<file path="src/rtl/tmf_pkg.sv">
// Purpose: Shared constants and types for timer mode and pulse output block
// Assumes: Single system oscillator clock drives all logic
// Notes:   Divider ratios are powers of two, held as tap positions
package tmf_pkg;

	// ==================================================
	// Register widths and reset values
	localparam int unsigned TMF_MODE_W  = 4;
	localparam int unsigned TMF_WAVE_W  = 8;
	localparam logic [3:0]  TMF_MODE_RST = 4'h0;
	localparam logic [7:0]  TMF_WAVE_RST = 8'h00;

	// ==================================================
	// Field positions, timer0_mode
	localparam int unsigned T0_BASE_BIT = 0;
	localparam int unsigned T0_RUN_BIT  = 3;
	// Field positions, timer1_mode
	localparam int unsigned T1_BASE_BIT = 0;
	localparam int unsigned T1_SRC_BIT  = 1;
	localparam int unsigned T1_OUT_BIT  = 2;
	localparam int unsigned T1_RUN_BIT  = 3;
	// Field positions, pulse_waveform_select
	localparam int unsigned WV_CAR_LSB  = 6;
	localparam int unsigned WV_MOD_W    = 6;

	// ==================================================
	// Prescaler: counter width and tap bits (tap k gives Fosc/2^(k+1))
	localparam int unsigned TMF_DIV_W   = 15;
	localparam int unsigned TAP_DIV4    = 1;
	localparam int unsigned TAP_DIV8    = 2;
	localparam int unsigned TAP_DIV16   = 3;
	localparam int unsigned TAP_DIV64   = 5;
	localparam int unsigned TAP_DIV1024 = 9;
	// Modulating taps, bit 0 upward: /256 /512 /4096 /8192 /16384 /32768
	localparam int unsigned TAP_MOD [WV_MOD_W] = '{7, 8, 11, 12, 13, 14};

	// Carrier selection codes
	typedef enum logic [1:0] {
		TMF_CAR_LOW  = 2'b00,
		TMF_CAR_HIGH = 2'b01,
		TMF_CAR_D16  = 2'b10,
		TMF_CAR_D8   = 2'b11
	} tmf_car_t;

	// Timer control bundle handed to the counters
	typedef struct packed {
		logic t0_tick;
		logic t0_run;
		logic t1_tick;
		logic t1_run;
	} tmf_timer_ctl_t;

endpackage : tmf_pkg

</file>
<file path="src/rtl/tmf_edge_tick.sv">
// Purpose: One-cycle tick on each falling edge of a divider tap
// Assumes: Tap input is synchronous to clk
// Notes:   Used once per divided or pin timebase so those ticks share one form
`timescale 1ns/1ns
`default_nettype none
module tmf_edge_tick
(
	input  wire logic clk,
	input  wire logic rst_n,
	input  wire logic level_in,
	output logic      tick
);
	logic level_r;

	// ==================================================
	// Previous level, for falling edge detect
	always_ff @(posedge clk or negedge rst_n)
	begin
		if (!rst_n)
			level_r <= 1'b0;
		else
			level_r <= level_in;
	end

	assign tick = level_r & ~level_in;
endmodule : tmf_edge_tick
`default_nettype wire

</file>
<file path="src/rtl/tmf_top.sv">
// Contract
// RL1 - timer0_mode bit0 picks Fosc/4 or Fosc/1024
// RL2 - timer0_mode bits 1-2 have no effect
// RL3 - timer0_mode bit3 runs or holds timer 0
// RL4 - timer1_mode bit0 picks Fosc or Fosc/64
// RL5 - timer1_mode bit1 picks internal or pin clock
// RL6 - timer1_mode bit2 picks pulse pin source
// RL7 - timer1_mode bit3 runs or holds timer 1
// RL8 - waveform load stores eight bits, drives pin
// RL9 - top two bits pick carrier
// RL10 - low six bits enable modulating frequencies
// RL11 - mode loads are single cycle immediates
// RL12 - carrier gated by enabled modulators, else plain
// RL13 - all mode registers clear at reset
//
// Purpose: Mode registers, timer timebases and pulse output generator
// Assumes: Core presents load strobes with immediate data, one cycle each
// Notes:   Timer counters live outside; they consume timer_ctl ticks
`timescale 1ns/1ns
`default_nettype none
module tmf_top
	import tmf_pkg::*;
#(
	parameter int unsigned DIV_W = TMF_DIV_W
)
(
	input  wire logic                  clk,
	input  wire logic                  rst_n,
	input  wire logic                  load_timer0_mode,
	input  wire logic                  load_timer1_mode,
	input  wire logic                  load_pulse_waveform,
	input  wire logic [TMF_WAVE_W-1:0] load_data,
	input  wire logic                  ext_count_input,
	input  wire logic                  t1_freq_in,
	output tmf_timer_ctl_t             timer_ctl,
	output logic                       pulse_out,
	output logic [TMF_MODE_W-1:0]      timer0_mode_q,
	output logic [TMF_MODE_W-1:0]      timer1_mode_q
);
	// ==================================================
	// Elaboration checks
	// The divider must reach the slowest modulating tap; a shorter one
	// would leave the top modulating enables driving a stuck level.
	if (DIV_W < TMF_DIV_W)
		$error("tmf_top: DIV_W too small for divide-by-32768 tap");

	// Timer taps must sit inside the divider
	if (TAP_DIV1024 >= DIV_W || TAP_DIV64 >= DIV_W)
		$error("tmf_top: slow timer tap outside divider");

	if (TAP_DIV4 >= DIV_W)
		$error("tmf_top: fast timer tap outside divider");

	// Carrier taps must sit inside the divider
	if (TAP_DIV16 >= DIV_W || TAP_DIV8 >= DIV_W)
		$error("tmf_top: carrier tap outside divider");

	// Each modulating tap must sit inside the divider
	for (genvar g = 0; g < WV_MOD_W; g++)
	begin : g_mod_tap_chk
		if (TAP_MOD[g] >= DIV_W)
			$error("tmf_top: modulating tap outside divider");
	end

	// Carrier code sits on top of the modulating enables
	if (WV_CAR_LSB + $bits(tmf_car_t) != TMF_WAVE_W)
		$error("tmf_top: carrier field does not end at the top bit");

	if (WV_MOD_W != WV_CAR_LSB)
		$error("tmf_top: modulating enables do not fill the low bits");

	// Run bits are the highest decoded mode fields
	if (TMF_MODE_W <= T0_RUN_BIT || TMF_MODE_W <= T1_RUN_BIT)
		$error("tmf_top: mode register too narrow for run bit");

	// Mode loads take the low bits of the shared immediate
	if (TMF_MODE_W > TMF_WAVE_W)
		$error("tmf_top: mode register wider than load data");

	logic [TMF_MODE_W-1:0] timer0_mode_r;
	logic [TMF_MODE_W-1:0] timer1_mode_r;
	logic [TMF_WAVE_W-1:0] pulse_waveform_select_r;
	logic [DIV_W-1:0]      div_r;
	logic                  t0_slow;
	logic                  t0_run_en;
	logic                  t1_slow;
	logic                  t1_ext_src;
	logic                  t1_out_timer;
	logic                  t1_run_en;
	logic                  t0_base_tick;
	logic                  t0_tick_r;
	logic                  t0_run_r;
	logic                  t1_tick_r;
	logic                  t1_run_r;
	logic                  ext_fall;
	logic                  t0_tick_d4;
	logic                  t0_tick_d1024;
	logic                  t1_tick_d64;
	logic                  t1_base_tick;
	logic                  t1_tick;
	logic                  carrier;
	logic                  mod_gate;
	logic [WV_MOD_W-1:0]   mod_en;
	logic                  wave;
	logic                  pulse_nxt;
	logic                  pulse_r;
	tmf_car_t              car_sel;

	// ==================================================
	// Mode registers
	// RL11 single cycle loads
	// RL13 cleared at reset
	always_ff @(posedge clk or negedge rst_n)
	begin
		if (!rst_n)
			timer0_mode_r <= TMF_MODE_RST;
		else if (load_timer0_mode)
			timer0_mode_r <= load_data[TMF_MODE_W-1:0];
	end

	// RL11 single cycle loads
	always_ff @(posedge clk or negedge rst_n)
	begin
		if (!rst_n)
			timer1_mode_r <= TMF_MODE_RST;
		else if (load_timer1_mode)
			timer1_mode_r <= load_data[TMF_MODE_W-1:0];
	end

	// RL8 store eight bit waveform
	always_ff @(posedge clk or negedge rst_n)
	begin
		if (!rst_n)
			pulse_waveform_select_r <= TMF_WAVE_RST;
		else if (load_pulse_waveform)
			pulse_waveform_select_r <= load_data;
	end

	assign timer0_mode_q = timer0_mode_r;
	assign timer1_mode_q = timer1_mode_r;

	// ==================================================
	// Mode field decode
	// Only the base and run fields of timer0_mode are named here; the two
	// reserved bits are kept for read-back but nothing below looks at them.
	// RL1 timer 0 base field
	assign t0_slow      = timer0_mode_r[T0_BASE_BIT];
	// RL3 timer 0 run field
	assign t0_run_en    = timer0_mode_r[T0_RUN_BIT];
	// RL4 timer 1 base field
	assign t1_slow      = timer1_mode_r[T1_BASE_BIT];
	// RL5 timer 1 source field
	assign t1_ext_src   = timer1_mode_r[T1_SRC_BIT];
	// RL6 pulse pin source field
	assign t1_out_timer = timer1_mode_r[T1_OUT_BIT];
	// RL7 timer 1 run field
	assign t1_run_en    = timer1_mode_r[T1_RUN_BIT];

	// ==================================================
	// Free running prescaler shared by the divided timebases, the carrier and the modulators
	always_ff @(posedge clk or negedge rst_n)
	begin
		if (!rst_n)
			div_r <= '0;
		else
			div_r <= div_r + 1'b1;
	end

	// Tap falling edges become single-cycle ticks
	tmf_edge_tick u_tick_d4
	(
		.clk      (clk),
		.rst_n    (rst_n),
		.level_in (div_r[TAP_DIV4]),
		.tick     (t0_tick_d4)
	);

	tmf_edge_tick u_tick_d1024
	(
		.clk      (clk),
		.rst_n    (rst_n),
		.level_in (div_r[TAP_DIV1024]),
		.tick     (t0_tick_d1024)
	);

	tmf_edge_tick u_tick_d64
	(
		.clk      (clk),
		.rst_n    (rst_n),
		.level_in (div_r[TAP_DIV64]),
		.tick     (t1_tick_d64)
	);

	// External count pin, falling edge counts
	tmf_edge_tick u_tick_ext
	(
		.clk      (clk),
		.rst_n    (rst_n),
		.level_in (ext_count_input),
		.tick     (ext_fall)
	);

	// ==================================================
	// Timer timebases
	// Both timer 0 taps run all the time; the field only steers the mux
	// RL1 timer 0 base select
	assign t0_base_tick = t0_slow ? t0_tick_d1024 : t0_tick_d4;

	// Timer 1 base: Fosc means a tick every cycle
	// RL4 internal base select
	assign t1_base_tick = t1_slow ? t1_tick_d64 : 1'b1;

	// RL5 internal or pin source
	assign t1_tick = t1_ext_src ? ext_fall : t1_base_tick;

	// ==================================================
	// Timer control outputs
	// Registered so the counters outside see clean one-cycle ticks; a base
	// change may drop or add one tick at the switch, which a timer being
	// reprogrammed cannot tell apart from its own phase.
	// RL2 reserved bits: only the timer 0 base and run fields reach the timer 0 flops
	// RL1 timer 0 tick
	always_ff @(posedge clk or negedge rst_n)
	begin
		if (!rst_n)
			t0_tick_r <= 1'b0;
		else
			t0_tick_r <= t0_base_tick;
	end

	// RL3 timer 0 run level
	always_ff @(posedge clk or negedge rst_n)
	begin
		if (!rst_n)
			t0_run_r <= 1'b0;
		else
			t0_run_r <= t0_run_en;
	end

	// RL5 timer 1 tick
	always_ff @(posedge clk or negedge rst_n)
	begin
		if (!rst_n)
			t1_tick_r <= 1'b0;
		else
			t1_tick_r <= t1_tick;
	end

	// RL7 timer 1 run level
	always_ff @(posedge clk or negedge rst_n)
	begin
		if (!rst_n)
			t1_run_r <= 1'b0;
		else
			t1_run_r <= t1_run_en;
	end

	// Gathered into the bundle the counters consume
	assign timer_ctl = '{
		t0_tick: t0_tick_r,
		t0_run:  t0_run_r,
		t1_tick: t1_tick_r,
		t1_run:  t1_run_r
	};

	// ==================================================
	// Pulse generator carrier
	assign car_sel = tmf_car_t'(
		pulse_waveform_select_r[WV_CAR_LSB +: $bits(tmf_car_t)]);

	// RL9 carrier select
	always_comb
	begin
		unique case (car_sel)
			TMF_CAR_LOW:  carrier = 1'b0;
			TMF_CAR_HIGH: carrier = 1'b1;
			TMF_CAR_D16:  carrier = div_r[TAP_DIV16];
			TMF_CAR_D8:   carrier = div_r[TAP_DIV8];
		endcase
	end

	// RL10 modulator enables
	assign mod_en = pulse_waveform_select_r[WV_MOD_W-1:0];

	// Modulators OR together; carrier passes while any enabled one is high
	always_comb
	begin
		mod_gate = 1'b0;
		for (int i = 0; i < WV_MOD_W; i++)
			mod_gate = mod_gate | (mod_en[i] & div_r[TAP_MOD[i]]);
	end

	// RL12 gated or plain carrier
	assign wave = (|mod_en) ? (carrier & mod_gate) : carrier;

	// RL6 pin source select
	// RL8 waveform when bit2 low
	// The timer frequency is taken as a level; its own phase is kept
	assign pulse_nxt = t1_out_timer ? t1_freq_in : wave;

	// Registered so the pin never glitches across the select mux
	always_ff @(posedge clk or negedge rst_n)
	begin
		if (!rst_n)
			pulse_r <= 1'b0;
		else
			pulse_r <= pulse_nxt;
	end

	assign pulse_out = pulse_r;
endmodule : tmf_top
`default_nettype wire

</file>
<file path="config.mk">
export PLATFORM = sky130hd
export DESIGN_NAME = tmf_top
export DESIGN_NICKNAME = d
export VERILOG_FILES = /design/src/rtl/tmf_pkg.sv /design/src/rtl/tmf_edge_tick.sv /design/src/rtl/tmf_top.sv
export SDC_FILE = /design/constraint.sdc
export NUM_CORES = 1
export LEC_CHECK = 0
export BUFFER_PORTS_ARGS = -buffer_cell sky130_fd_sc_hd__buf_2
export CAP_MARGIN = 20
export CORE_MARGIN = 3
export CORE_UTILIZATION = 54
export DETAILED_ROUTE_END_ITERATION = 7
export GPL_TIMING_DRIVEN = 0
export HOLD_SLACK_MARGIN = 0.02
export PLACE_DENSITY_LB_ADDON = 0.05
export REMOVE_ABC_BUFFERS = 1
export SYNTH_ARGS = -nofsm -noshare
export SYNTH_HDL_FRONTEND = slang
export SYNTH_SLANG_ARGS = --single-unit
</file>
<file path="constraint.sdc">
create_clock -name clk -period 1.53 [get_ports clk]
set_input_delay 0.0765 -clock clk [delete_from_list [all_inputs] [get_ports clk]]
set_output_delay 0.0765 -clock clk [all_outputs]
set_load 0.005 [all_outputs]
</file>
==> impl_metrics.csv, run 1 <==
group,metric,value,unit
run_status,status,"finished clean",
setup_path,crit_chain,"ha_1, nand2_1, nor4_4, xor2_1",
timing,rsz0062_at_grt,"no",
run,drv_cap,0,
setup_path,ff2ff_path_depth,4,
timing,setup_viol,0,
floorplanning,num_rows,19,
setup_path,worst-path-buf-inv,0,
cells_and_area,nets,176,
logic_synthesis,synth_seq_cells,40,
timing,setup_ws,0.167,ns
logic_synthesis,synth_edf_count,0,
logic_synthesis,seq_area_frac_synth,0.622,
timing,period_share,0.891,
setup_path,start_kind,"flop",
routing,vias,1041,
hold_path,hold_depth,2,
cells_and_area,multi_input_area,564,um^2
clocking,clock_sinks,40,
cells_and_area,finalNonFillerCells,192,
routing,drc,0,
cells_and_area,antenna_cells,0,
place,dpl_worst_slack,0.147,ns
global_route,grt_pass1_vias,1008,
power,power.density,1050,mW/mm^2
floorplanning,ios,28,
logic_synthesis,synthArstFlopShare,1.00,
clocking,clkLatencyLatePin,0.35,ns
timing,tightestPinTransition,0.844,ns
timing,maxSlewHeadroom,0.437,
floorplanning,fp.dieW,60.6,um
setup_path,cp_data_arrival_time,1.65,ns
routing,firstDrtPassIters,4,
clocking,cts_root_buf,"clkbuf_4",
clocking,cts_buffer_depth,2,
timing,skew,0.00835,ns
logic_synthesis,ys.flop_type,"dfrtp_1",
global_route,grtUsageTotal,0.185,
setup_path,crit_required,1.81,ns
clocking,clkTransAtPathRegs,0.11,ns
timing,drv_slew,0,
cells_and_area,syn_to_final_growth,23.6,%
timing,min_period,1.36,ns
global_route,grt_antenna_before_repair,0,
routing,avgRoutedWirePerCell,15.5,um
routing,wirelength,2970,um
place,place.detailed.hpwl,1910,um
place,port_buffers,27,
power,p_leak,0.000945,uW
clocking,cts_inserted_buffers,5,
global_route,grt_pass1_wl,4760,um
floorplanning,die_area,0.00367,mm^2
hold_path,hold_class,"primary input to flop",
logic_synthesis,syn_area_per_cell,13.8,um^2
cells_and_area,regArea,0.00100,mm^2
routing,ant_nets,0,
logic_synthesis,ys_warn_count,0,
global_route,grt_overflow,0,
clocking,ctsHtreeMaxLevel,2,
setup_path,cp_max_fo,6,
power,ir_drop,0.644,mV
setup_path,worstSetupEndpointType,"flop",
logic_synthesis,synthTopCellsByCount,"40 x dfrtp_1, 16 x mux2_2, 8 x xor2_1, 7 x nand3_1",
logic_synthesis,synth.area.top_cells,"dfrtp_1 62%, mux2_2 11%, xor2_1 4.4%",
setup_path,worst-path-stages,4,
floorplanning,fp.coreArea,0.00281,mm^2
logic_synthesis,synth_top_cell_area_share,0.622,
logic_synthesis,synth_top_area_cell,"dfrtp_1",
place,gp_congestion,0.752,
routing,initialDrtViolationCount,27,
global_route,grt_max_degree,41,
timing,hold_viol_final,0,
logic_synthesis,synth.distinct_cells,26,
logic_synthesis,synth_area,0.00161,mm^2
place,dpl.cell_count,170,
routing,via_per_inst,5.42,
clocking,cts_tree,"yes",
floorplanning,chipHeight,60.6,um
cells_and_area,fillers,218,
floorplanning,start_util,0.574,
logic_synthesis,syn_inst,117,
timing,fmax,0.734,GHz
logic_synthesis,synth_most_common_cell,"dfrtp_1",
setup_path,worst-setup-path-type,"flop to flop",
setup_path,cp_slowest_cell,"dfrtp_2",
setup_path,max_stage_delay,0.43,ns
setup_path,cp_top_family,"simple AND/OR/NAND/NOR gates",
timing,tns,0,ns
setup_path,r2r_setup_slack,0.17,ns
cells_and_area,drive_gt1_frac,0.360,
## where the power goes
group,total [uW],internal [uW],switching (uW)
Sequential,1150,1110,37.0
Combinational,174,102,71.1
Clock,771,434,337
## layout make-up
class / count / share of cell area
clock inverters: 1 / 0.0151
flip-flops and latches: 40 / 0.504
clock buffers: 7 / 0.0327
well taps: 31 / 0.0195
repair buffers: 41 / 0.136
inverters: 5 / 0.00943
multi-input cells: 67 / 0.284
## layout by cell type, fill, tap and decap left out, types with 2 or more instances in the layout
cell and instances:
nand2_1 4, buf_4 2, xnor2_1 5, a21oi_1 2, o21ai_0 2, clkbuf_8 2, nand3_1 7, buf_2 27
inv_1 5, and3_1 2, xor2_1 8, dlygate4sd3_1 12, nor4_2 2, mux2_2 16, nor3_1 5, nand3b_1 2
clkbuf_4 5, dfrtp_1 39
## layer usage
metal | share of wire | vias to the layer above | GRT usage
li1 | - | 489 | -
met1 | 0.41 | 516 | 0.223
met2 | 0.51 | 29 | 0.293
met3 | 0.060 | 7 | 0.0745
met4 | 0.015 | 0 | 0.0805
met5 | 0 | - | 0
## final timing paths
check,startpoint,to
worst min-delay path,load_timer0_mode,timer0_mode_q[0]$_DFFE_PN0P_
worst max-delay path,div_r[1]$_DFF_PN0_,div_r[14]$_DFF_PN0_
min in group asynchronous,rst_n,timer1_mode_q[1]$_DFFE_PN0P_
worst min register to register,timer0_mode_q[3]$_DFFE_PN0P_,t0_run_r$_DFF_PN0_
max in group asynchronous,rst_n,div_r[1]$_DFF_PN0_
worst max register to register,div_r[1]$_DFF_PN0_,div_r[14]$_DFF_PN0_
## sequential cells by signal, summed over array words and instances, names as in the netlist
| register | flops |
|---|---|
| u_tick_d4.level_r | 1 |
| u_tick_d64.level_r | 1 |
| u_tick_ext.level_r | 1 |
| t0_run_r | 1 |
| pulse_waveform_select_r | 8 |
| pulse_out | 1 |
| t1_tick_r | 1 |
| t0_tick_r | 1 |
| t1_run_r | 1 |
| div_r | 15 |
| timer1_mode_q | 4 |
| u_tick_d1024.level_r | 1 |
| timer0_mode_q | 4 |
## per-stage QoR
step | instance area [um^2] | hold slack (ns) | util | power [uW]
after floorplan | 1580 | -0.219 | - | 1230
after global placement | 1750 | 0.195 | 0.624 | 1320
after detailed placement | 1750 | 0.199 | 0.624 | 1320
after CTS | 1950 | 0.0211 | 0.697 | 2120
after global routing | 1990 | 0.0257 | 0.709 | 2190
final | 1990 | 0.0357 | 0.709 | 2090
## cell families (layout without fill, tap and decap cells)
| family | after synthesis | in the layout | synth area share |
|---|---|---|---|
| compound gates | 9 | 9 | 0.0397 |
| fa+ha+maj | 1 | 1 | 0.00777 |
| flops | 40 | 40 | 0.622 |
| buf+inv | 10 | 54 | 0.0327 |
| xor+xnor | 13 | 13 | 0.0708 |
| mux | 16 | 16 | 0.112 |
| simple gates | 28 | 28 | 0.115 |
## what timing repair did
action	in CTS	in global routing
endpoints found under the hold margin	59	1
setup buffers	0	2
hold buffers	11	1
gates resized for setup	0	2
endpoints found under the setup margin	0	1
No activity file was read; power rests on OpenSTA's default activity.
==> inputs of run 2 (changes only) <==
ABC_AREA = 1   (was default)
==> impl_metrics.csv, run 2 <==
group,metric,value,unit
cells_and_area,multi_input_area,578,um^2
logic_synthesis,synth_area,0.00167,mm^2
clocking,cts_root_buf,"clkbuf_4",
floorplanning,num_rows,19,
power,combPwrFrac,0.089,
cells_and_area,utilization,0.711,
floorplanning,fp.coreArea,0.00285,mm^2
setup_path,cp_data_arrival_time,1.51,ns
routing,wirelength,2950,um
floorplanning,ios,28,
logic_synthesis,synth_seq_cells,40,
cells_and_area,final_common_cell,"nand2_1",
routing,dr.max_layer_used,"met4",
floorplanning,fp.dieW,61.7,um
setup_path,crit_required,1.75,ns
timing,min_period,1.29,ns
global_route,grt_overflow,0,
global_route,grt_max_degree,41,
timing,skew,0.0125,ns
floorplanning,die_area,0.00380,mm^2
cells_and_area,antenna_cells,0,
global_route,grtUsageTotal,0.192,
place,dpl.cell_count,215,
timing,tightestPinTransition,0.842,ns
global_route,grt_pass1_vias,1249,
clocking,cts_buffer_depth,2,
power,power_frac_seq,0.577,
logic_synthesis,synthTopCellsByCount,"42 x nand2_1, 40 x dfrtp_1, 16 x inv_1, 13 x nor2_1, 11 x mux2_2",
routing,initialDrtViolationCount,41,
power,p_sw,425,uW
power,p_clk_frac,0.334,
power,ir_drop,0.648,mV
clocking,clock_sinks,40,
logic_synthesis,synth_most_common_cell,"nand2_1",
timing,rsz0062_at_grt,"no",
floorplanning,start_util,0.587,
routing,ant_nets,0,
place,port_buffers,27,
cells_and_area,syn_to_final_growth,21.2,%
routing,met3_length,109,um
routing,drc,0,
setup_path,worst-setup-path-type,"flop to flop",
global_route,grt_pass1_wl,5300,um
clocking,ctsHtreeMaxLevel,2,
clocking,clkTransAtPathRegs,0.12,ns
floorplanning,chipHeight,61.7,um
logic_synthesis,syn_inst,162,
global_route,grt_antenna_before_repair,0,
logic_synthesis,seq_area_frac_synth,0.598,
cells_and_area,nets,221,
run,drv_cap,0,
timing,drv_slew,0,
hold_path,hold_class,"primary input to flop",
power,p_leak,0.000995,uW
cells_and_area,drive_gt1_frac,0.243,
logic_synthesis,synth_top_area_cell,"dfrtp_1",
timing,tns,0,ns
cells_and_area,regMostFlops,"div_r",
timing,hold_viol_final,0,
timing,fmax,0.777,GHz
power,p_int,1550,uW
cells_and_area,regArea,0.00100,mm^2
cells_and_area,top_regs,"div_r x15, pulse_waveform_select_r x8",
logic_synthesis,synth.area.top_cells,"dfrtp_1 60%, nand2_1 9.4%, mux2_2 7.4%",
timing,setup_viol,0,
clocking,cts_inserted_buffers,5,
logic_synthesis,syn_area_per_cell,10.3,um^2
routing,vias,1181,
logic_synthesis,synthArstFlopShare,1.00,
cells_and_area,most-common-layout-cells,"42 x nand2_1, 40 x dfrtp_1, 27 x buf_2",
place,gp_congestion,0.728,
routing,dr_wl_met2,1470,um
routing,via_per_inst,4.98,
logic_synthesis,synth_top_cell_area_share,0.598,
clocking,clkLatencyLatePin,0.33,ns
setup_path,cp_max_fo,4,
routing,firstDrtPassIters,4,
place,place.detailed.hpwl,2130,um
clocking,cts_tree,"yes",
setup_path,worstSetupEndpointType,"flop",
logic_synthesis,ys.flop_type,"dfrtp_1",
power,p_total,1980,uW
clocking,post_cts_resized,0,
cells_and_area,finalNonFillerCells,237,
power,p_sw_frac,0.215,
power,power.density,974,mW/mm^2
timing,maxSlewHeadroom,0.438,
timing,period_share,0.842,
logic_synthesis,synth_edf_count,0,
run_status,status,"finished clean",
cells_and_area,fillers,233,
cells_and_area,largest_register_ffs,15,
routing,avgRoutedWirePerCell,12.4,um
logic_synthesis,synth.distinct_cells,18,
logic_synthesis,ys_warn_count,0,
routing,wl_met1,1330,um
setup_path,start_kind,"flop",
## run 2: changes by cell type after synthesis, moves of 3 or more
cell | previous run | this run
inv_1 | 5 | 16
mux2_2 | 16 | 11
nand2_1 | 4 | 42
nand4_1 | 1 | 4
nor2_1 | 1 | 13
nor3_1 | 5 | 1
nor4_2 | 3 | 0
o21ai_0 | 2 | 7
xor2_1 | 8 | 4
## run 2: stage by stage
stage	area [um^2]	setup WS, ns	hold slack [ns]
3_5_place_dp	1810	0.258	0.203
6_report	2030	0.242	0.0346
3_3_place_gp	1810	0.297	0.197
4_1_cts	2030	0.233	0.0241
5_1_grt	2030	0.106	0.0493
2_1_floorplan	1640	0.411	-0.219
## run 2: final timing paths
check / slack, ns / endpoint / start / cells past startpoint
max: 0.24 / div_r[10]$_DFF_PN0_ / div_r[1]$_DFF_PN0_ / 5
min: 0.03 / timer1_mode_q[1]$_DFFE_PN0P_ / load_timer1_mode / 2
max reg2reg: 0.24 / div_r[10]$_DFF_PN0_ / div_r[1]$_DFF_PN0_ / 5
min reg2reg: 0.40 / t0_run_r$_DFF_PN0_ / timer0_mode_q[3]$_DFFE_PN0P_ / 0
max in group asynchronous: 0.62 / t1_run_r$_DFF_PN0_ / rst_n / 2
min in group asynchronous: 0.36 / t1_tick_r$_DFF_PN0_ / rst_n / 2
## run 2: cell families after synthesis
logic type	Yosys count	synth area share
XOR/XNOR	9	0.0471
adder cells (fa/ha/maj)	1	0.00747
AO/OA/AOI/OAI	8	0.0254
AND/OR/NAND/NOR	72	0.191
buffers and inverters	21	0.0568
multiplexers	11	0.0740
flip-flops	40	0.598
## run 2: routing by layer
layer	vias up	track usage
li1	599	-
met1	550	0.240
met2	26	0.317
met3	6	0.0545
met4	0	0.0697
met5	-	0
## run 2: worst max-delay path, stage by stage (launching register included)
cell and delay (ns):
dfrtp_1 0.43, ha_1 0.22, nand3_2 0.15, nor2_4 0.16, nand2_1 0.09, xnor2_1 0.13
## run 2: cell type report
class | instances | share of cell area
Timing Repair Buffer | 41 | 0.136
Tap cell | 31 | 0.0191
Clock inverter | 2 | 0.0173
Sequential cell | 40 | 0.493
Clock buffer | 6 | 0.0203
Inverter | 16 | 0.0296
Multi-Input combinational cell | 101 | 0.285
## run 2: timing repair
| action | 4_1_cts | 5_1_grt |
|---|---|---|
| setup endpoints to repair | 0 | 0 |
| endpoints found under the hold margin | 58 | 0 |
| hold buffers | 14 | 0 |
| setup buffers | 0 | 0 |
## run 2: power by group through the flow
stage / combinational, uW / clock (uW) / sequential, uW
after floorplan: 57.5 / 0 / 1160
after global placement: 149 / 0 / 1160
after detailed placement: 153 / 0 / 1160
after CTS: 181 / 677 / 1140
after global routing: 203 / 714 / 1150
final: 177 / 660 / 1140
